<file path="config.mk">
export PLATFORM = sky130hd
export DESIGN_NAME = asq_acq_ctrl
export DESIGN_NICKNAME = d
export VERILOG_FILES = /design/src/hdl/asq_pkg.sv /design/src/hdl/asq_sync.sv /design/src/hdl/asq_fifo.sv /design/src/hdl/asq_acq_ctrl.sv
export VERILOG_INCLUDE_DIRS = /design/src /design/src/hdl
export SDC_FILE = /design/constraint.sdc
export NUM_CORES = 1
export LEC_CHECK = 0
export BUFFER_PORTS_ARGS = -buffer_cell sky130_fd_sc_hd__clkbuf_2
export CORE_ASPECT_RATIO = 0.7
export CORE_MARGIN = 2
export CORE_UTILIZATION = 50
export DETAILED_ROUTE_END_ITERATION = 6
export PLACE_DENSITY = 0.67
export SYNTH_ARGS = -nofsm -noshare
export SYNTH_HDL_FRONTEND = slang
export SYNTH_SLANG_ARGS = --single-unit
</file>
<file path="constraint.sdc">
create_clock -name clk_sys -period 9.2 [get_ports clk_sys]
set_input_delay 0.46 -clock clk_sys [delete_from_list [all_inputs] [get_ports clk_sys]]
set_output_delay 0.46 -clock clk_sys [all_outputs]
set_load 0.01 [all_outputs]
</file>
<file path="src/hdl/asq_consts.svh">
`ifndef ASQ_CONSTS_SVH
`define ASQ_CONSTS_SVH

`define ASQ_OFF_CTRL      12'h000
`define ASQ_OFF_CMD       12'h004
`define ASQ_OFF_STATUS    12'h008
`define ASQ_OFF_COUNT     12'h00c
`define ASQ_OFF_PACE      12'h010
`define ASQ_OFF_SCANLEN   12'h014
`define ASQ_OFF_FIFO      12'h018
`define ASQ_OFF_LEVEL     12'h01c
`define ASQ_OFF_IRQ_STAT  12'h020
`define ASQ_OFF_IRQ_EN    12'h024
`define ASQ_OFF_IRQ_CLR   12'h028
`define ASQ_OFF_BLOCK     12'h02c
`define ASQ_OFF_SCAN_BASE 12'h100

`define ASQ_CTRL_HWPACE   0
`define ASQ_CTRL_EXTCLK   1
`define ASQ_CTRL_CONT     2
`define ASQ_CTRL_STARTTRG 3
`define ASQ_CTRL_REFTRG   4
`define ASQ_CTRL_BUFFERED 5
`define ASQ_CTRL_USE_DMA  6

`define ASQ_CMD_CONVERT   0
`define ASQ_CMD_ARM       1
`define ASQ_CMD_STOP      2
`define ASQ_CMD_CLR_OVR   3

`define ASQ_IRQ_DONE      0
`define ASQ_IRQ_OVR       1
`define ASQ_IRQ_BLOCK     2

`define ASQ_PACE_RESET    32'h0000_0064
`define ASQ_BLOCK_RESET   8'h08

`endif

</file>
<file path="src/hdl/asq_pkg.sv">
package asq_pkg;
    typedef enum logic [1:0] {
        ASQ_TERM_DIFFERENTIAL_TERMINAL_MODE = 2'h0,
        ASQ_TERM_GRS  = 2'h1,
        ASQ_TERM_SRS  = 2'h2
    } asq_term_t;

    typedef enum logic [3:0] {
        ASQ_IDLE    = 4'b0001,
        ASQ_ARMED   = 4'b0010,
        ASQ_RUN     = 4'b0100,
        ASQ_CONVERT = 4'b1000
    } asq_state_t;
endpackage

</file>
<file path="src/hdl/asq_sync.sv">
`timescale 1ns/1ps
module asq_sync (
    input  wire logic clk_sys,
    input  wire logic reset,
    input  wire logic din,
    output logic      dout
);
    logic meta_q;

    always_ff @(posedge clk_sys) begin
        if (reset) begin
            meta_q <= 1'b0;
            dout   <= 1'b0;
        end else begin
            meta_q <= din;
            dout   <= meta_q;
        end
    end
endmodule // asq_sync

</file>
<file path="src/hdl/asq_fifo.sv">
`timescale 1ns/1ps
module asq_fifo #(
    parameter int WIDTH = 16,
    parameter int DEPTH = 16
) (
    input  wire logic                     clk_sys,
    input  wire logic                     reset,
    input  wire logic                     flush,
    input  wire logic                     wr_valid,
    output logic                          wr_ready,
    input  wire logic [WIDTH-1:0]         wr_data,
    output logic                          rd_valid,
    input  wire logic                     rd_ready,
    output logic [WIDTH-1:0]              rd_data,
    output logic [$clog2(DEPTH+1)-1:0]    level
);
    localparam int AW = $clog2(DEPTH);
    logic [WIDTH-1:0] mem_q [DEPTH];
    logic [AW-1:0]    wp_q;
    logic [AW-1:0]    rp_q;
    logic [$clog2(DEPTH+1)-1:0] cnt_q;
    wire do_wr = wr_valid && wr_ready;
    wire do_rd = rd_valid && rd_ready;

    initial begin
        if (DEPTH < 2 || (DEPTH & (DEPTH - 1)) != 0) $error("DEPTH must be a power of two");
    end

    assign wr_ready = (cnt_q != DEPTH[$clog2(DEPTH+1)-1:0]);
    assign rd_valid = (cnt_q != '0);
    assign rd_data  = mem_q[rp_q];
    assign level    = cnt_q;

    always_ff @(posedge clk_sys) begin
        if (do_wr) begin
            mem_q[wp_q] <= wr_data;
        end
    end

    always_ff @(posedge clk_sys) begin
        if (reset || flush) begin
            wp_q  <= '0;
            rp_q  <= '0;
            cnt_q <= '0;
        end else begin
            if (do_wr) wp_q <= wp_q + 1'b1;
            if (do_rd) rp_q <= rp_q + 1'b1;
            cnt_q <= cnt_q + (do_wr ? 1'b1 : 1'b0) - (do_rd ? 1'b1 : 1'b0);
        end
    end
endmodule // asq_fifo

</file>
<file path="src/hdl/asq_acq_ctrl.sv">
`timescale 1ns/1ps
`include "asq_consts.svh"
module asq_acq_ctrl #(
    parameter int SCAN_DEPTH = 16,
    parameter int FIFO_DEPTH = 16
) (
    input  wire logic        clk_sys,
    input  wire logic        reset,
    input  wire logic        psel,
    input  wire logic        penable,
    input  wire logic        pwrite,
    input  wire logic [11:0] paddr,
    input  wire logic [31:0] pwdata,
    output logic [31:0]      prdata,
    output logic             pready,
    output logic             pslverr,
    input  wire logic        ext_sample_clk,
    input  wire logic        start_trig,
    input  wire logic        ref_trig,
    output logic             conv_start,
    output logic [5:0]       mux_channel,
    output logic             internal_ground_sel,
    output logic [1:0]       terminal_mode,
    output logic [2:0]       gain_amplifier,
    output logic             gain_load,
    input  wire logic        conv_done,
    input  wire logic [15:0] conv_data,
    output logic             dma_req,
    output logic             irq
);
    localparam int SW = $clog2(SCAN_DEPTH);
    localparam int LW = $clog2(FIFO_DEPTH + 1);

    initial begin
        if (SCAN_DEPTH < 2 || SCAN_DEPTH > 64) $error("SCAN_DEPTH out of range");
    end

    logic             ext_clk_s;
    logic             start_s;
    logic             ref_s;
    logic             ext_clk_p_q;
    logic             start_p_q;
    logic             ref_p_q;
    logic [6:0]       ctrl_q;
    logic [31:0]      count_q;
    logic [31:0]      pace_q;
    logic [31:0]      timer_q;
    logic [SW:0]      scanlen_q;
    logic [SW-1:0]    idx_q;
    logic [11:0]      scan_q [SCAN_DEPTH];
    logic [31:0]      done_cnt_q;
    logic [2:0]       ist_q;
    logic [2:0]       ien_q;
    logic [7:0]       block_q;
    logic             ovr_q;
    logic             cnv_pend_q;
    asq_pkg::asq_state_t state_q;
    logic [LW-1:0]    level;
    logic             f_rd_valid;
    logic [15:0]      f_rd_data;
    logic             f_wr_ready;

    asq_sync u_sync_clk (.clk_sys(clk_sys), .reset(reset), .din(ext_sample_clk), .dout(ext_clk_s));
    asq_sync u_sync_st  (.clk_sys(clk_sys), .reset(reset), .din(start_trig),     .dout(start_s));
    asq_sync u_sync_ref (.clk_sys(clk_sys), .reset(reset), .din(ref_trig),       .dout(ref_s));

    // Bus decode
    wire acc     = psel && penable;
    wire wr_en   = acc && pwrite;
    wire rd_en   = acc && !pwrite;
    wire scan_hit = paddr >= `ASQ_OFF_SCAN_BASE && paddr < 12'(`ASQ_OFF_SCAN_BASE + 4 * SCAN_DEPTH);
    wire [SW-1:0] scan_wi = paddr[SW+1:2];
    wire hit_ctrl  = paddr == `ASQ_OFF_CTRL;
    wire hit_cmd   = paddr == `ASQ_OFF_CMD;
    wire hit_stat  = paddr == `ASQ_OFF_STATUS;
    wire hit_count = paddr == `ASQ_OFF_COUNT;
    wire hit_pace  = paddr == `ASQ_OFF_PACE;
    wire hit_slen  = paddr == `ASQ_OFF_SCANLEN;
    wire hit_fifo  = paddr == `ASQ_OFF_FIFO;
    wire hit_lvl   = paddr == `ASQ_OFF_LEVEL;
    wire hit_ist   = paddr == `ASQ_OFF_IRQ_STAT;
    wire hit_ien   = paddr == `ASQ_OFF_IRQ_EN;
    wire hit_iclr  = paddr == `ASQ_OFF_IRQ_CLR;
    wire hit_blk   = paddr == `ASQ_OFF_BLOCK;
    wire mapped = hit_ctrl || hit_cmd || hit_stat || hit_count || hit_pace || hit_slen
                  || hit_fifo || hit_lvl || hit_ist || hit_ien || hit_iclr || hit_blk || scan_hit;
    wire cmd_wr  = wr_en && hit_cmd;
    wire cmd_cnv = cmd_wr && pwdata[`ASQ_CMD_CONVERT];
    wire cmd_arm = cmd_wr && pwdata[`ASQ_CMD_ARM];
    wire cmd_stp = cmd_wr && pwdata[`ASQ_CMD_STOP];
    wire cmd_clr = cmd_wr && pwdata[`ASQ_CMD_CLR_OVR];
    wire fifo_pop = rd_en && hit_fifo && f_rd_valid;

    wire hw_pace  = ctrl_q[`ASQ_CTRL_HWPACE];
    wire cont     = ctrl_q[`ASQ_CTRL_CONT];
    wire buffered = ctrl_q[`ASQ_CTRL_BUFFERED];

    // Pacing
    wire tmr_tick = timer_q == 32'h0;
    wire ext_edge = ext_clk_s && !ext_clk_p_q;
    wire hw_tick  = ctrl_q[`ASQ_CTRL_EXTCLK] ? ext_edge : tmr_tick;
    wire st_edge  = start_s && !start_p_q;
    wire rf_edge  = ref_s && !ref_p_q;
    wire running  = state_q == asq_pkg::ASQ_RUN;
    wire ref_stop = ctrl_q[`ASQ_CTRL_REFTRG] && rf_edge && !cont;
    // A convert command that lands mid-conversion waits here
    wire sw_req   = cmd_cnv || cnv_pend_q;
    // Stop and reference trigger win over a tick in the same cycle
    wire do_conv  = running && !cmd_stp && !ref_stop && (hw_pace ? hw_tick : sw_req);
    wire last_smp = !cont && (done_cnt_q + 32'h1 >= count_q);
    wire overflow = conv_done && !f_wr_ready;
    wire [11:0] ent = scan_q[idx_q];
    wire blk_ready = buffered && (32'(level) >= 32'(block_q)) && (block_q != 8'h0);

    asq_fifo #(.WIDTH(16), .DEPTH(FIFO_DEPTH)) u_fifo (
        .clk_sys  (clk_sys),
        .reset    (reset),
        .flush    (cmd_arm),
        .wr_valid (conv_done),
        .wr_ready (f_wr_ready),
        .wr_data  (conv_data),
        .rd_valid (f_rd_valid),
        .rd_ready (fifo_pop),
        .rd_data  (f_rd_data),
        .level    (level)
    );

    always_ff @(posedge clk_sys) begin
        if (wr_en && scan_hit) scan_q[scan_wi] <= pwdata[11:0];
    end

    always_ff @(posedge clk_sys) begin
        if (reset) begin
            ctrl_q    <= 7'h0;
            count_q   <= 32'h0;
            pace_q    <= `ASQ_PACE_RESET;
            scanlen_q <= (SW+1)'(1);
            ien_q     <= 3'h0;
            block_q   <= `ASQ_BLOCK_RESET;
        end else if (wr_en) begin
            if (hit_ctrl)  ctrl_q    <= pwdata[6:0];
            if (hit_count) count_q   <= pwdata;
            if (hit_pace)  pace_q    <= pwdata;
            if (hit_slen)  scanlen_q <= pwdata[SW:0];
            if (hit_ien)   ien_q     <= pwdata[2:0];
            if (hit_blk)   block_q   <= pwdata[7:0];
        end
    end

    always_ff @(posedge clk_sys) begin
        if (reset) begin
            ext_clk_p_q <= 1'b0;
            start_p_q   <= 1'b0;
            ref_p_q     <= 1'b0;
            timer_q     <= 32'h0;
        end else begin
            ext_clk_p_q <= ext_clk_s;
            start_p_q   <= start_s;
            ref_p_q     <= ref_s;
            timer_q     <= (tmr_tick || !running) ? pace_q : timer_q - 32'h1;
        end
    end

    always_ff @(posedge clk_sys) begin
        if (reset || hw_pace || cmd_stp || state_q == asq_pkg::ASQ_IDLE) begin
            cnv_pend_q <= 1'b0;
        end else begin
            cnv_pend_q <= sw_req && !do_conv;
        end
    end

    // Sequencer
    always_ff @(posedge clk_sys) begin
        if (reset) begin
            state_q    <= asq_pkg::ASQ_IDLE;
            idx_q      <= '0;
            done_cnt_q <= 32'h0;
        end else if (cmd_stp || overflow) begin
            state_q <= asq_pkg::ASQ_IDLE;
        end else begin
            case (state_q)
                asq_pkg::ASQ_IDLE: begin
                    if (cmd_arm && !ovr_q) begin
                        idx_q      <= '0;
                        done_cnt_q <= 32'h0;
                        state_q    <= (hw_pace && ctrl_q[`ASQ_CTRL_STARTTRG])
                                      ? asq_pkg::ASQ_ARMED : asq_pkg::ASQ_RUN;
                    end
                end
                asq_pkg::ASQ_ARMED: begin
                    if (st_edge) state_q <= asq_pkg::ASQ_RUN;
                end
                asq_pkg::ASQ_RUN: begin
                    if (ref_stop) state_q <= asq_pkg::ASQ_IDLE;
                    else if (do_conv) state_q <= asq_pkg::ASQ_CONVERT;
                end
                asq_pkg::ASQ_CONVERT: begin
                    if (conv_done) begin
                        done_cnt_q <= done_cnt_q + 32'h1;
                        idx_q <= ((SW+1)'(idx_q) + 1'b1 >= scanlen_q) ? '0 : idx_q + 1'b1;
                        state_q <= last_smp ? asq_pkg::ASQ_IDLE : asq_pkg::ASQ_RUN;
                    end
                end
                default: state_q <= asq_pkg::ASQ_IDLE;
            endcase
        end
    end

    // Analog front-end control
    always_ff @(posedge clk_sys) begin
        if (reset) begin
            conv_start          <= 1'b0;
            gain_load           <= 1'b0;
            mux_channel         <= 6'h0;
            internal_ground_sel <= 1'b0;
            terminal_mode       <= 2'h0;
            gain_amplifier      <= 3'h0;
        end else begin
            gain_load  <= do_conv;
            conv_start <= gain_load;
            if (do_conv) begin
                mux_channel         <= ent[5:0];
                internal_ground_sel <= ent[6];
                terminal_mode       <= ent[8:7];
                gain_amplifier      <= ent[11:9];
            end
        end
    end

    // Overrun and interrupts
    always_ff @(posedge clk_sys) begin
        if (reset) begin
            ovr_q <= 1'b0;
            ist_q <= 3'h0;
        end else begin
            ovr_q <= overflow || (ovr_q && !cmd_clr);
            ist_q[`ASQ_IRQ_DONE]  <= (conv_done && last_smp && state_q == asq_pkg::ASQ_CONVERT)
                || (ist_q[`ASQ_IRQ_DONE] && !(wr_en && hit_iclr && pwdata[`ASQ_IRQ_DONE]));
            ist_q[`ASQ_IRQ_OVR]   <= overflow
                || (ist_q[`ASQ_IRQ_OVR] && !(wr_en && hit_iclr && pwdata[`ASQ_IRQ_OVR]));
            ist_q[`ASQ_IRQ_BLOCK] <= (blk_ready && !ctrl_q[`ASQ_CTRL_USE_DMA])
                || (ist_q[`ASQ_IRQ_BLOCK] && !(wr_en && hit_iclr && pwdata[`ASQ_IRQ_BLOCK]));
        end
    end

    always_ff @(posedge clk_sys) begin
        if (reset) begin
            irq     <= 1'b0;
            dma_req <= 1'b0;
        end else begin
            irq     <= |(ist_q & ien_q);
            dma_req <= blk_ready && ctrl_q[`ASQ_CTRL_USE_DMA];
        end
    end

    // Read mux
    wire [31:0] status_w = {24'h0, 2'h0, state_q != asq_pkg::ASQ_IDLE,
                            state_q == asq_pkg::ASQ_ARMED, 2'h0, ovr_q, f_rd_valid};
    wire [31:0] rd_mux =
        hit_ctrl  ? {25'h0, ctrl_q} :
        hit_stat  ? status_w :
        hit_count ? count_q :
        hit_pace  ? pace_q :
        hit_slen  ? 32'(scanlen_q) :
        hit_fifo  ? {16'h0, f_rd_data} :
        hit_lvl   ? 32'(level) :
        hit_ist   ? {29'h0, ist_q} :
        hit_ien   ? {29'h0, ien_q} :
        hit_blk   ? {24'h0, block_q} :
        scan_hit  ? {20'h0, scan_q[scan_wi]} : 32'h0;

    always_ff @(posedge clk_sys) begin
        if (reset) begin
            prdata  <= 32'h0;
            pready  <= 1'b0;
            pslverr <= 1'b0;
        end else begin
            pready  <= psel && !penable;
            pslverr <= psel && !penable && !mapped;
            prdata  <= (psel && !penable && !pwrite) ? rd_mux : prdata;
        end
    end
endmodule // asq_acq_ctrl

</file>
==> results of run 1 <==
-- flip-flops by register name, indices dropped and copies added (netlist names), 2 cells and up, named ones only --
| name | flops |
|---|---|
| block_q | 8 |
| count_q | 32 |
| ctrl_q | 7 |
| done_cnt_q | 32 |
| gain_amplifier | 3 |
| idx_q | 4 |
| ien_q | 3 |
| ist_q | 3 |
| mux_channel | 6 |
| pace_q | 32 |
| prdata | 32 |
| scan_q | 192 |
| scanlen_q | 5 |
| state_q | 4 |
| terminal_mode | 2 |
| timer_q | 32 |
| u_fifo.level | 5 |
| u_fifo.mem_q | 256 |
| u_fifo.rp_q | 4 |
| u_fifo.wp_q | 4 |
-- logic make-up (layout without fill, tap and decap cells) --
| family | after synthesis | after routing |
|---|---|---|
| XOR/XNOR | 67 | 67 |
| adder cells (fa/ha/maj) | 58 | 58 |
| flip-flops | 688 | 688 |
| AND/OR/NAND/NOR | 649 | 649 |
| AO/OA/AOI/OAI | 326 | 326 |
| other | 0 | 1 |
| multiplexers | 245 | 245 |
| buffers and inverters | 196 | 342 |
-- cell type report --
class,instances,area [µm²]
timing repair buffer,160,915
antenna,1,2.50
inverter,57,214
tap,808,1010
clock inverter,25,204
clock buffer,100,2020
fill,4743,25900
multi-input combinational,1345,11400
sequential,688,18300
-- report_power, final --
part	internal, W	leakage [nW]	total [W]	switching [W]
Clock	0.00159	1.10	0.00278	0.00120
Sequential	0.00333	5.98	0.00336	0.0000281
Combinational	0.000127	4.06	0.000355	0.000228
Total	0.00505	11.1	0.00650	0.00145
-- layer usage --
layer  up-vias  wire length [µm]  GRT usage
met2       986             36000      0.384
li1       8713                 -          -
met3       145              7780     0.0529
met4         2              1910     0.0704
met1     10100             34900      0.390
met5         -                14          0
-- cell usage in the layout (no fill, tap or decap), types with 16 or more instances in the layout --
master	n
edfxtp_1	448
dfxtp_1	235
nand2_1	229
mux4_2	188
nor2_1	155
a21oi_1	142
clkbuf_2	115
clkbuf_16	71
inv_1	57
ha_1	57
mux2i_1	52
nand3_1	51
buf_4	43
xnor2_1	41
o21ai_0	39
nor3_1	36
a211oi_1	31
xor2_1	26
nor2_2	24
a221oi_1	19
nor2b_1	17
and3_1	17
nand4_1	16
clkbuf_1	16
-- per-stage QoR --
step,util,worst slack [ns]
after global placement,0.531,5.07
after global routing,0.568,4.99
final,0.568,5.46
after floorplan,-,5.91
after CTS,0.568,5.48
after detailed placement,0.531,4.94
-- worst paths after layout --
kind	to	slack, ns
max	ist_q[0]$_SDFF_PP0_	5.46
min	u_sync_st.meta_q$_SDFF_PP0_	0.07
max reg2reg	ist_q[0]$_SDFF_PP0_	5.46
min reg2reg	start_p_q$_SDFF_PP0_	0.43
==> metrics, run 1 <==
startpoint types flop; largest net degree at the start of global routing 87; hold path cells 2; global-route wire length before repair ~120000 µm; Tightest Pin Transition about 1.3 ns; Power Total between 0.006 and 0.007 W; FP Rows 75; data arrival time of the worst path ~4.2 ns; Die H 210 µm; Cell Count Post-Placement 3058; WP buf/inv 0; # DRC 2; RePlAce Congestion 0.927; total gr overflow 0; Max Fclk 0.268 GHz; xor/xnor cell area share of the yosys netlist 0.0193; most instantiated library cell after synthesis edfxtp_1; YS warnings 0; top_reg_cell synth edfxtp_1; Worst EP required between 9 and 10 ns; failing checks design-rule violations; Final setup viols 0; status finished, violations left; DR pass1 iterations 7; RSZ-0062 raised after global routing false; Initial Util 0.506; cell taking the most area after synthesis edfxtp_1; core box area between 50000 and 60000 µm²; Synth top cells by count edfxtp_1, dfxtp_1, nand2_1; H-tree depth 3; TritonCTS clock tree yes; number of hold buffers added after CTS 0; Die W approximately 300 µm; CP max FO 7; dpl cell area 31800 µm²; syn_nets 2356; post-synthesis sequential area ratio 0.601; final-report hold violation count 0; DR vias/cell roughly 6.3; Worst VDD drop ~140 µV; CTS buffer count around 70; Detailed Route WL ~81000 µm; Max Transition Viols Final 0; top post-synthesis cells by area edfxtp_1, dfxtp_1, mux4_2; GRT Total Usage 0.259; Final #Nets roughly 2400; multiplexer share of the synthesized area 0.158; proportion of layout cells with a drive suffix above 1 0.216; worst r2r src done_cnt_q[0]$_SDFFE_PP0P_; Min Hold Slack about 0.067 ns; complex-gate fraction of the synthesized area 0.0685; worst-case clock buffer depth 3; via count roughly 20000; Final ANT Viol Nets 0; worst path cell trace ha_1, nand4_1, nor3_1, nand2_1, xnor2_1, ha_1, o21ai_0, o21bai_1, a211oi_1, o31a_1, o211ai_1, o211ai_1, a21oi_1; Crit. End Element flop; largest family of logic cells by synthesized area multiplexers; hold path startpoint start_trig; Final min period between 3 and 4 ns; design area roughly 34000 µm²; Min-Delay Path Class primary input to flop; clk_lat worst skew between 0.6 and 0.7 ns; Power Density 191 nW/µm²; clock root buffer clkbuf_16; drt wl/cell ~25 µm; Non-Filler Instances between 3000 and 4000; Synth Instances 2229; Worst slew margin 0.118; DRT iter0 DRCs 2440; Mapped Area a little over 30000 µm²; Final Cycle Share 0.406; setup TNS 0 ns; FFs w/ async S/R, synth 0; setup bufs post-CTS 0; die area ~63000 µm²; Seq cells post-synth 688; simple-gate portion of the synthesized area 0.102; # IOs 119; number of global-route vias before repair 19300; worst reg-to-reg path cell count 13; crit path launch done_cnt_q[0]$_SDFFE_PP0P_; initial antenna violation count 2; Critical Path Max Stage Delay a little under 0.7 ns; PortBufs 118; Syn-to-layout area delta 12.1%; slowest CP cell nor3_1; CP Class flop to flop; Leakage 11.1 nW; post-synthesis adder-cell area fraction 0.0241; CP delay by family, top compound AO/OA/AOI/OAI gates; area fraction of the dominant cell type after synthesis 0.443; post-cts resize count 0; CTS sink count 688; Worst-path clk slew 0.06 ns; clk_skew between 0.03 and 0.04 ns; EDFF count, synth 448; hpwl dp 51700 µm; critical path depth 13; Netlist cell types slightly below 80; MaxCap Viol Count 0; Mean Syn Cell Area between 10 and 15 µm²
Power figures use the tool's default switching activity.
==> inputs of run 2 (changes only) <==
--- a/config.mk
+++ b/config.mk
@@ -6,12 +6,13 @@
 export SDC_FILE = /design/constraint.sdc
 export NUM_CORES = 1
 export LEC_CHECK = 0
+export ABC_AREA = 1
 export BUFFER_PORTS_ARGS = -buffer_cell sky130_fd_sc_hd__clkbuf_2
 export CORE_ASPECT_RATIO = 0.7
 export CORE_MARGIN = 2
 export CORE_UTILIZATION = 50
 export DETAILED_ROUTE_END_ITERATION = 6
-export PLACE_DENSITY = 0.67
+export PLACE_DENSITY = 0.69
 export SYNTH_ARGS = -nofsm -noshare
 export SYNTH_HDL_FRONTEND = slang
 export SYNTH_SLANG_ARGS = --single-unit
==> constraint.sdc (replaced) <==
create_clock -name clk_sys -period 3.3 [get_ports clk_sys]
set_input_delay 0.165 -clock clk_sys [delete_from_list [all_inputs] [get_ports clk_sys]]
set_output_delay 0.165 -clock clk_sys [all_outputs]
set_load 0.01 [all_outputs]
==> run 2 against run 1 <==
The flow now finishes without violations. Power increased to 2.9 times the previous value. Register-to-register slack got worse by 5.4 ns. Critical path type unchanged. Core utilization grew 1.8 points. Largest power group unchanged. Flip-flop and latch count unchanged. Fmax rose by 15%. Routed wire length up 16%. Combinational power increased to 4.1 times the previous value. Design area rose by 5.8%. Synthesized cell count up 48%. Worst hold slack better by 0.055 ns. Clock power rose to 2.8 times the previous value. Via count rose by 28%.
==> metrics, run 2 <==
most frequent CP cell nand4_1; xor/xnor cell area share of the yosys netlist 0.0130 (was 0.0193); Final ANT Viol Nets 0 (unchanged); global-route wire length before repair 139000 µm (was 122000 µm); setup TNS 0 ns (unchanged); CTS buffer count 67 (was 69); EDFF count, synth 448 (unchanged); top post-synthesis cells by area edfxtp_1, dfxtp_1, nand2_1 (was edfxtp_1, dfxtp_1, mux4_2); Worst Hold Path EP block_q[6]$_SDFFE_PP0P_ (was u_sync_st.meta_q$_SDFF_PP0_); clk_lat worst skew 0.62 ns (about the same); Final Util 0.586 (was 0.568); Critical Path Max Stage Delay 0.37 ns (was 0.68 ns); Power Density 520 nW/µm² (was 191 nW/µm²); hpwl dp 60200 µm (was 51700 µm); DR vias/cell 5.89 (was 6.28); most frequent cells in the layout nand2_1, edfxtp_1, o21ai_0 (was edfxtp_1, dfxtp_1, nand2_1); Mean Syn Cell Area 9.42 µm² (was 13.6 µm²); sw power 0.00440 W (was 0.00145 W); TritonCTS clock tree yes (unchanged); hold path startpoint pwrite (was start_trig); Detailed Route WL 93400 µm (was 80700 µm); Min-Delay Path Class primary input to flop (unchanged); DR pass1 iterations 6 (was 7); RePlAce Congestion 0.957 (was 0.927); CTS sink count 688 (unchanged); FP Rows 76 (was 75); FFs w/ async S/R, synth 0 (unchanged); worst path cell trace nand2_2, nor2_4, inv_2, nor3_2, nand2_1, nor2_4, nand3_2, inv_2, nand2_2, nor3b_2, nand2_1, xnor2_2, ha_1, nand4_1, nor4_2, nand4_1, nand4_1, a21oi_1, nor3_1, a21oi_1 (was ha_1, nand4_1, nor3_1, nand2_1, xnor2_1, ha_1, o21ai_0, o21bai_1, a211oi_1, o31a_1, o211ai_1, o211ai_1, a21oi_1); post-synthesis adder-cell area fraction 0.0237 (was 0.0241); commonest non-fill, non-tap cell in the layout nand2_1 (was edfxtp_1); worst-case clock buffer depth 3 (unchanged); Crit. End Element flop (unchanged); Final setup viols 0 (unchanged); most instantiated library cell after synthesis nand2_1 (was edfxtp_1); Die H 212 µm (was 210 µm); MaxCap Viol Count 0 (unchanged); max FFs per register 256 (unchanged); Seq cells post-synth 688 (unchanged); final-report hold violation count 0 (unchanged); CP max FO 3 (was 7); # IOs 119 (unchanged); Leakage 13.4 nW (was 11.1 nW); Tightest Pin Transition 0.956 ns (was 1.32 ns); area fraction of the dominant cell type after synthesis 0.434 (was 0.443); Worst EP required 3.80 ns (was 9.65 ns); top_reg_cell synth edfxtp_1 (unchanged); initial antenna violation count 3 (was 2); Final Cycle Share 0.982 (was 0.406); Netlist cell types 51 (was 78); startpoint types flop (unchanged); multiplexer share of the synthesized area 0 (was 0.158); worst r2r src done_cnt_q[1]$_SDFFE_PP0P_ (was done_cnt_q[0]$_SDFFE_PP0P_); Mapped Area 31000 µm² (was 30400 µm²); drt wl/cell 21.4 µm (was 25.3 µm); Worst VDD drop 352 µV (was 142 µV); data arrival time of the worst path 3.74 ns (was 4.18 ns); Min Hold Slack 0.122 ns (was 0.0675 ns); die area 64000 µm² (was 62800 µm²); complex-gate fraction of the synthesized area 0.168 (was 0.0685); core box area 61400 µm² (was 60000 µm²); PortBufs 118 (unchanged); most flop-heavy register u_fifo.mem_q (unchanged); CP Class flop to flop (unchanged); Initial Util 0.505 (was 0.506); CP delay by family, top simple AND/OR/NAND/NOR gates (was compound AO/OA/AOI/OAI gates); number of global-route vias before repair 23000 (was 19300); Max Transition Viols Final 0 (unchanged); Syn-to-layout area delta 16.2% (was 12.1%); RR Endpoint state_q[2]$_SDFFE_PP0P_ (was ist_q[0]$_SDFF_PP0_); combinational group share of total power 0.077 (was 0.055); Pint 0.0143 W (was 0.00505 W); Clk network pwr share 0.422 (was 0.428); Die W 302 µm (was 299 µm); Final min period 3.24 ns (was 3.74 ns); via count 25700 (was 20000); Final #Nets 3609 (was 2448); largest family of logic cells by synthesized area compound AO/OA/AOI/OAI gates (was multiplexers); Synth top cells by count nand2_1, edfxtp_1, o21ai_0 (was edfxtp_1, dfxtp_1, nand2_1); WP buf/inv 2 (was 0); clock root buffer clkbuf_16 (unchanged); Worst slew margin 0.360 (was 0.118); worst reg-to-reg path cell count 20 (was 13); # DRC 0 (was 2); Net Sw Frac 0.235 (was 0.224); Flop pwr share 0.501 (was 0.517); DRT iter0 DRCs 3456 (was 2440); syn_nets 3419 (was 2356); post-synthesis sequential area ratio 0.589 (was 0.601); status complete, no violations (was finished, violations left); YS warnings 0 (unchanged); proportion of layout cells with a drive suffix above 1 0.127 (was 0.216); H-tree depth 3 (unchanged); largest net degree at the start of global routing 99 (was 87); Synth Instances 3292 (was 2229); flop2flop setup slack 0.06 ns (was 5.46 ns); Largest regs u_fifo.mem_q x256, scan_q x192 (unchanged); cell taking the most area after synthesis edfxtp_1 (unchanged); slowest CP cell dfxtp_4 (was nor3_1); hold path cells 6 (was 2); GRT Total Usage 0.285 (was 0.259); clk_skew 0.0259 ns (was 0.0327 ns); Max Fclk 0.308 GHz (was 0.268 GHz); total gr overflow 0 (unchanged); simple-gate portion of the synthesized area 0.146 (was 0.102); RSZ-0062 raised after global routing true (was false); Worst-path clk slew 0.07 ns (was 0.06 ns)
==> run 2: power groups by stage <==
stage / sequential (W) / combinational, W / clock, W
detailed placement: 0.00957 / 0.00136 / 0
floorplan: 0.00955 / 0.000828 / 0
global route: 0.00939 / 0.00159 / 0.00833
CTS: 0.00939 / 0.00142 / 0.00797
global placement: 0.00957 / 0.00136 / 0
finish: 0.00939 / 0.00145 / 0.00791
==> run 2: cells by family after synthesis <==
logic type,Yosys count
xor+xnor,46
simple gates,1098
buf+inv,482
flops,688
fa+ha+maj,58
compound gates,920
==> run 2: worst reg2reg max path: stages, from the launching register on <==
cell	delay [ns]
dfxtp_4	0.37
nand2_2	0.07
nor2_4	0.09
inv_2	0.05
nor3_2	0.13
nand2_1	0.13
nor2_4	0.15
nand3_2	0.11
inv_2	0.09
nand2_2	0.07
nor3b_2	0.23
nand2_1	0.12
xnor2_2	0.15
ha_1	0.29
nand4_1	0.12
nor4_2	0.31
nand4_1	0.13
nand4_1	0.19
a21oi_1	0.09
nor3_1	0.14
a21oi_1	0.09
==> run 2: per-layer routing <==
layer | vias to the layer above | GRT usage | part of all wire
li1 | 11900 | - | -
met1 | 12100 | 0.442 | 0.45
met2 | 1426 | 0.392 | 0.41
met3 | 185 | 0.0705 | 0.12
met4 | 4 | 0.0797 | 0.024
met5 | - | 0 | 0.00024
==> run 2: area by class of cell <==
type	count	area, µm²
well taps	819	1020
flip-flops and latches	688	18300
clock inverters	29	297
multi-input cells	2122	11100
clock buffers	94	1970
fillers	5268	25400
inverters	304	1150
repair buffers	299	2220
diodes	1	2.50
==> run 2: worst max path at each step <==
stage                          startpoint                 endpoint  slack (ns)  cells after the start
6_report       done_cnt_q[1]$_SDFFE_PP0P_  state_q[2]$_SDFFE_PP0P_        0.06                     20
5_1_grt        done_cnt_q[2]$_SDFFE_PP0P_  state_q[2]$_SDFFE_PP0P_       -0.19                     20
4_1_cts        done_cnt_q[2]$_SDFFE_PP0P_  state_q[0]$_SDFFE_PP1P_        0.01                     23
3_5_place_dp   done_cnt_q[1]$_SDFFE_PP0P_  state_q[2]$_SDFFE_PP0P_       -0.09                     18
3_3_place_gp   done_cnt_q[0]$_SDFFE_PP0P_  state_q[2]$_SDFFE_PP0P_      -0.009                     18
2_1_floorplan  done_cnt_q[0]$_SDFFE_PP0P_  state_q[2]$_SDFFE_PP0P_        0.28                     18
==> run 2: per-stage QoR <==
step           setup slack (ns)  power (W)  instances  cell area [µm²]
6_report                 0.0580     0.0187       4356            36000
5_1_grt                  -0.187     0.0193       4356            36000
4_1_cts                  0.0110     0.0188       4344            35800
3_5_place_dp            -0.0929     0.0109       4174            33000
3_3_place_gp           -0.00879     0.0109       4174            33000
2_1_floorplan             0.285     0.0104       3292            31000
==> run 2: timing repair <==
action                     in CTS  in global routing
resized for setup               3                 42
buffers inserted                0                 11
pin swaps                       1                 12
hold buffers                   47                  0
setup endpoints to repair       2                  3
hold endpoints to repair      338                  0
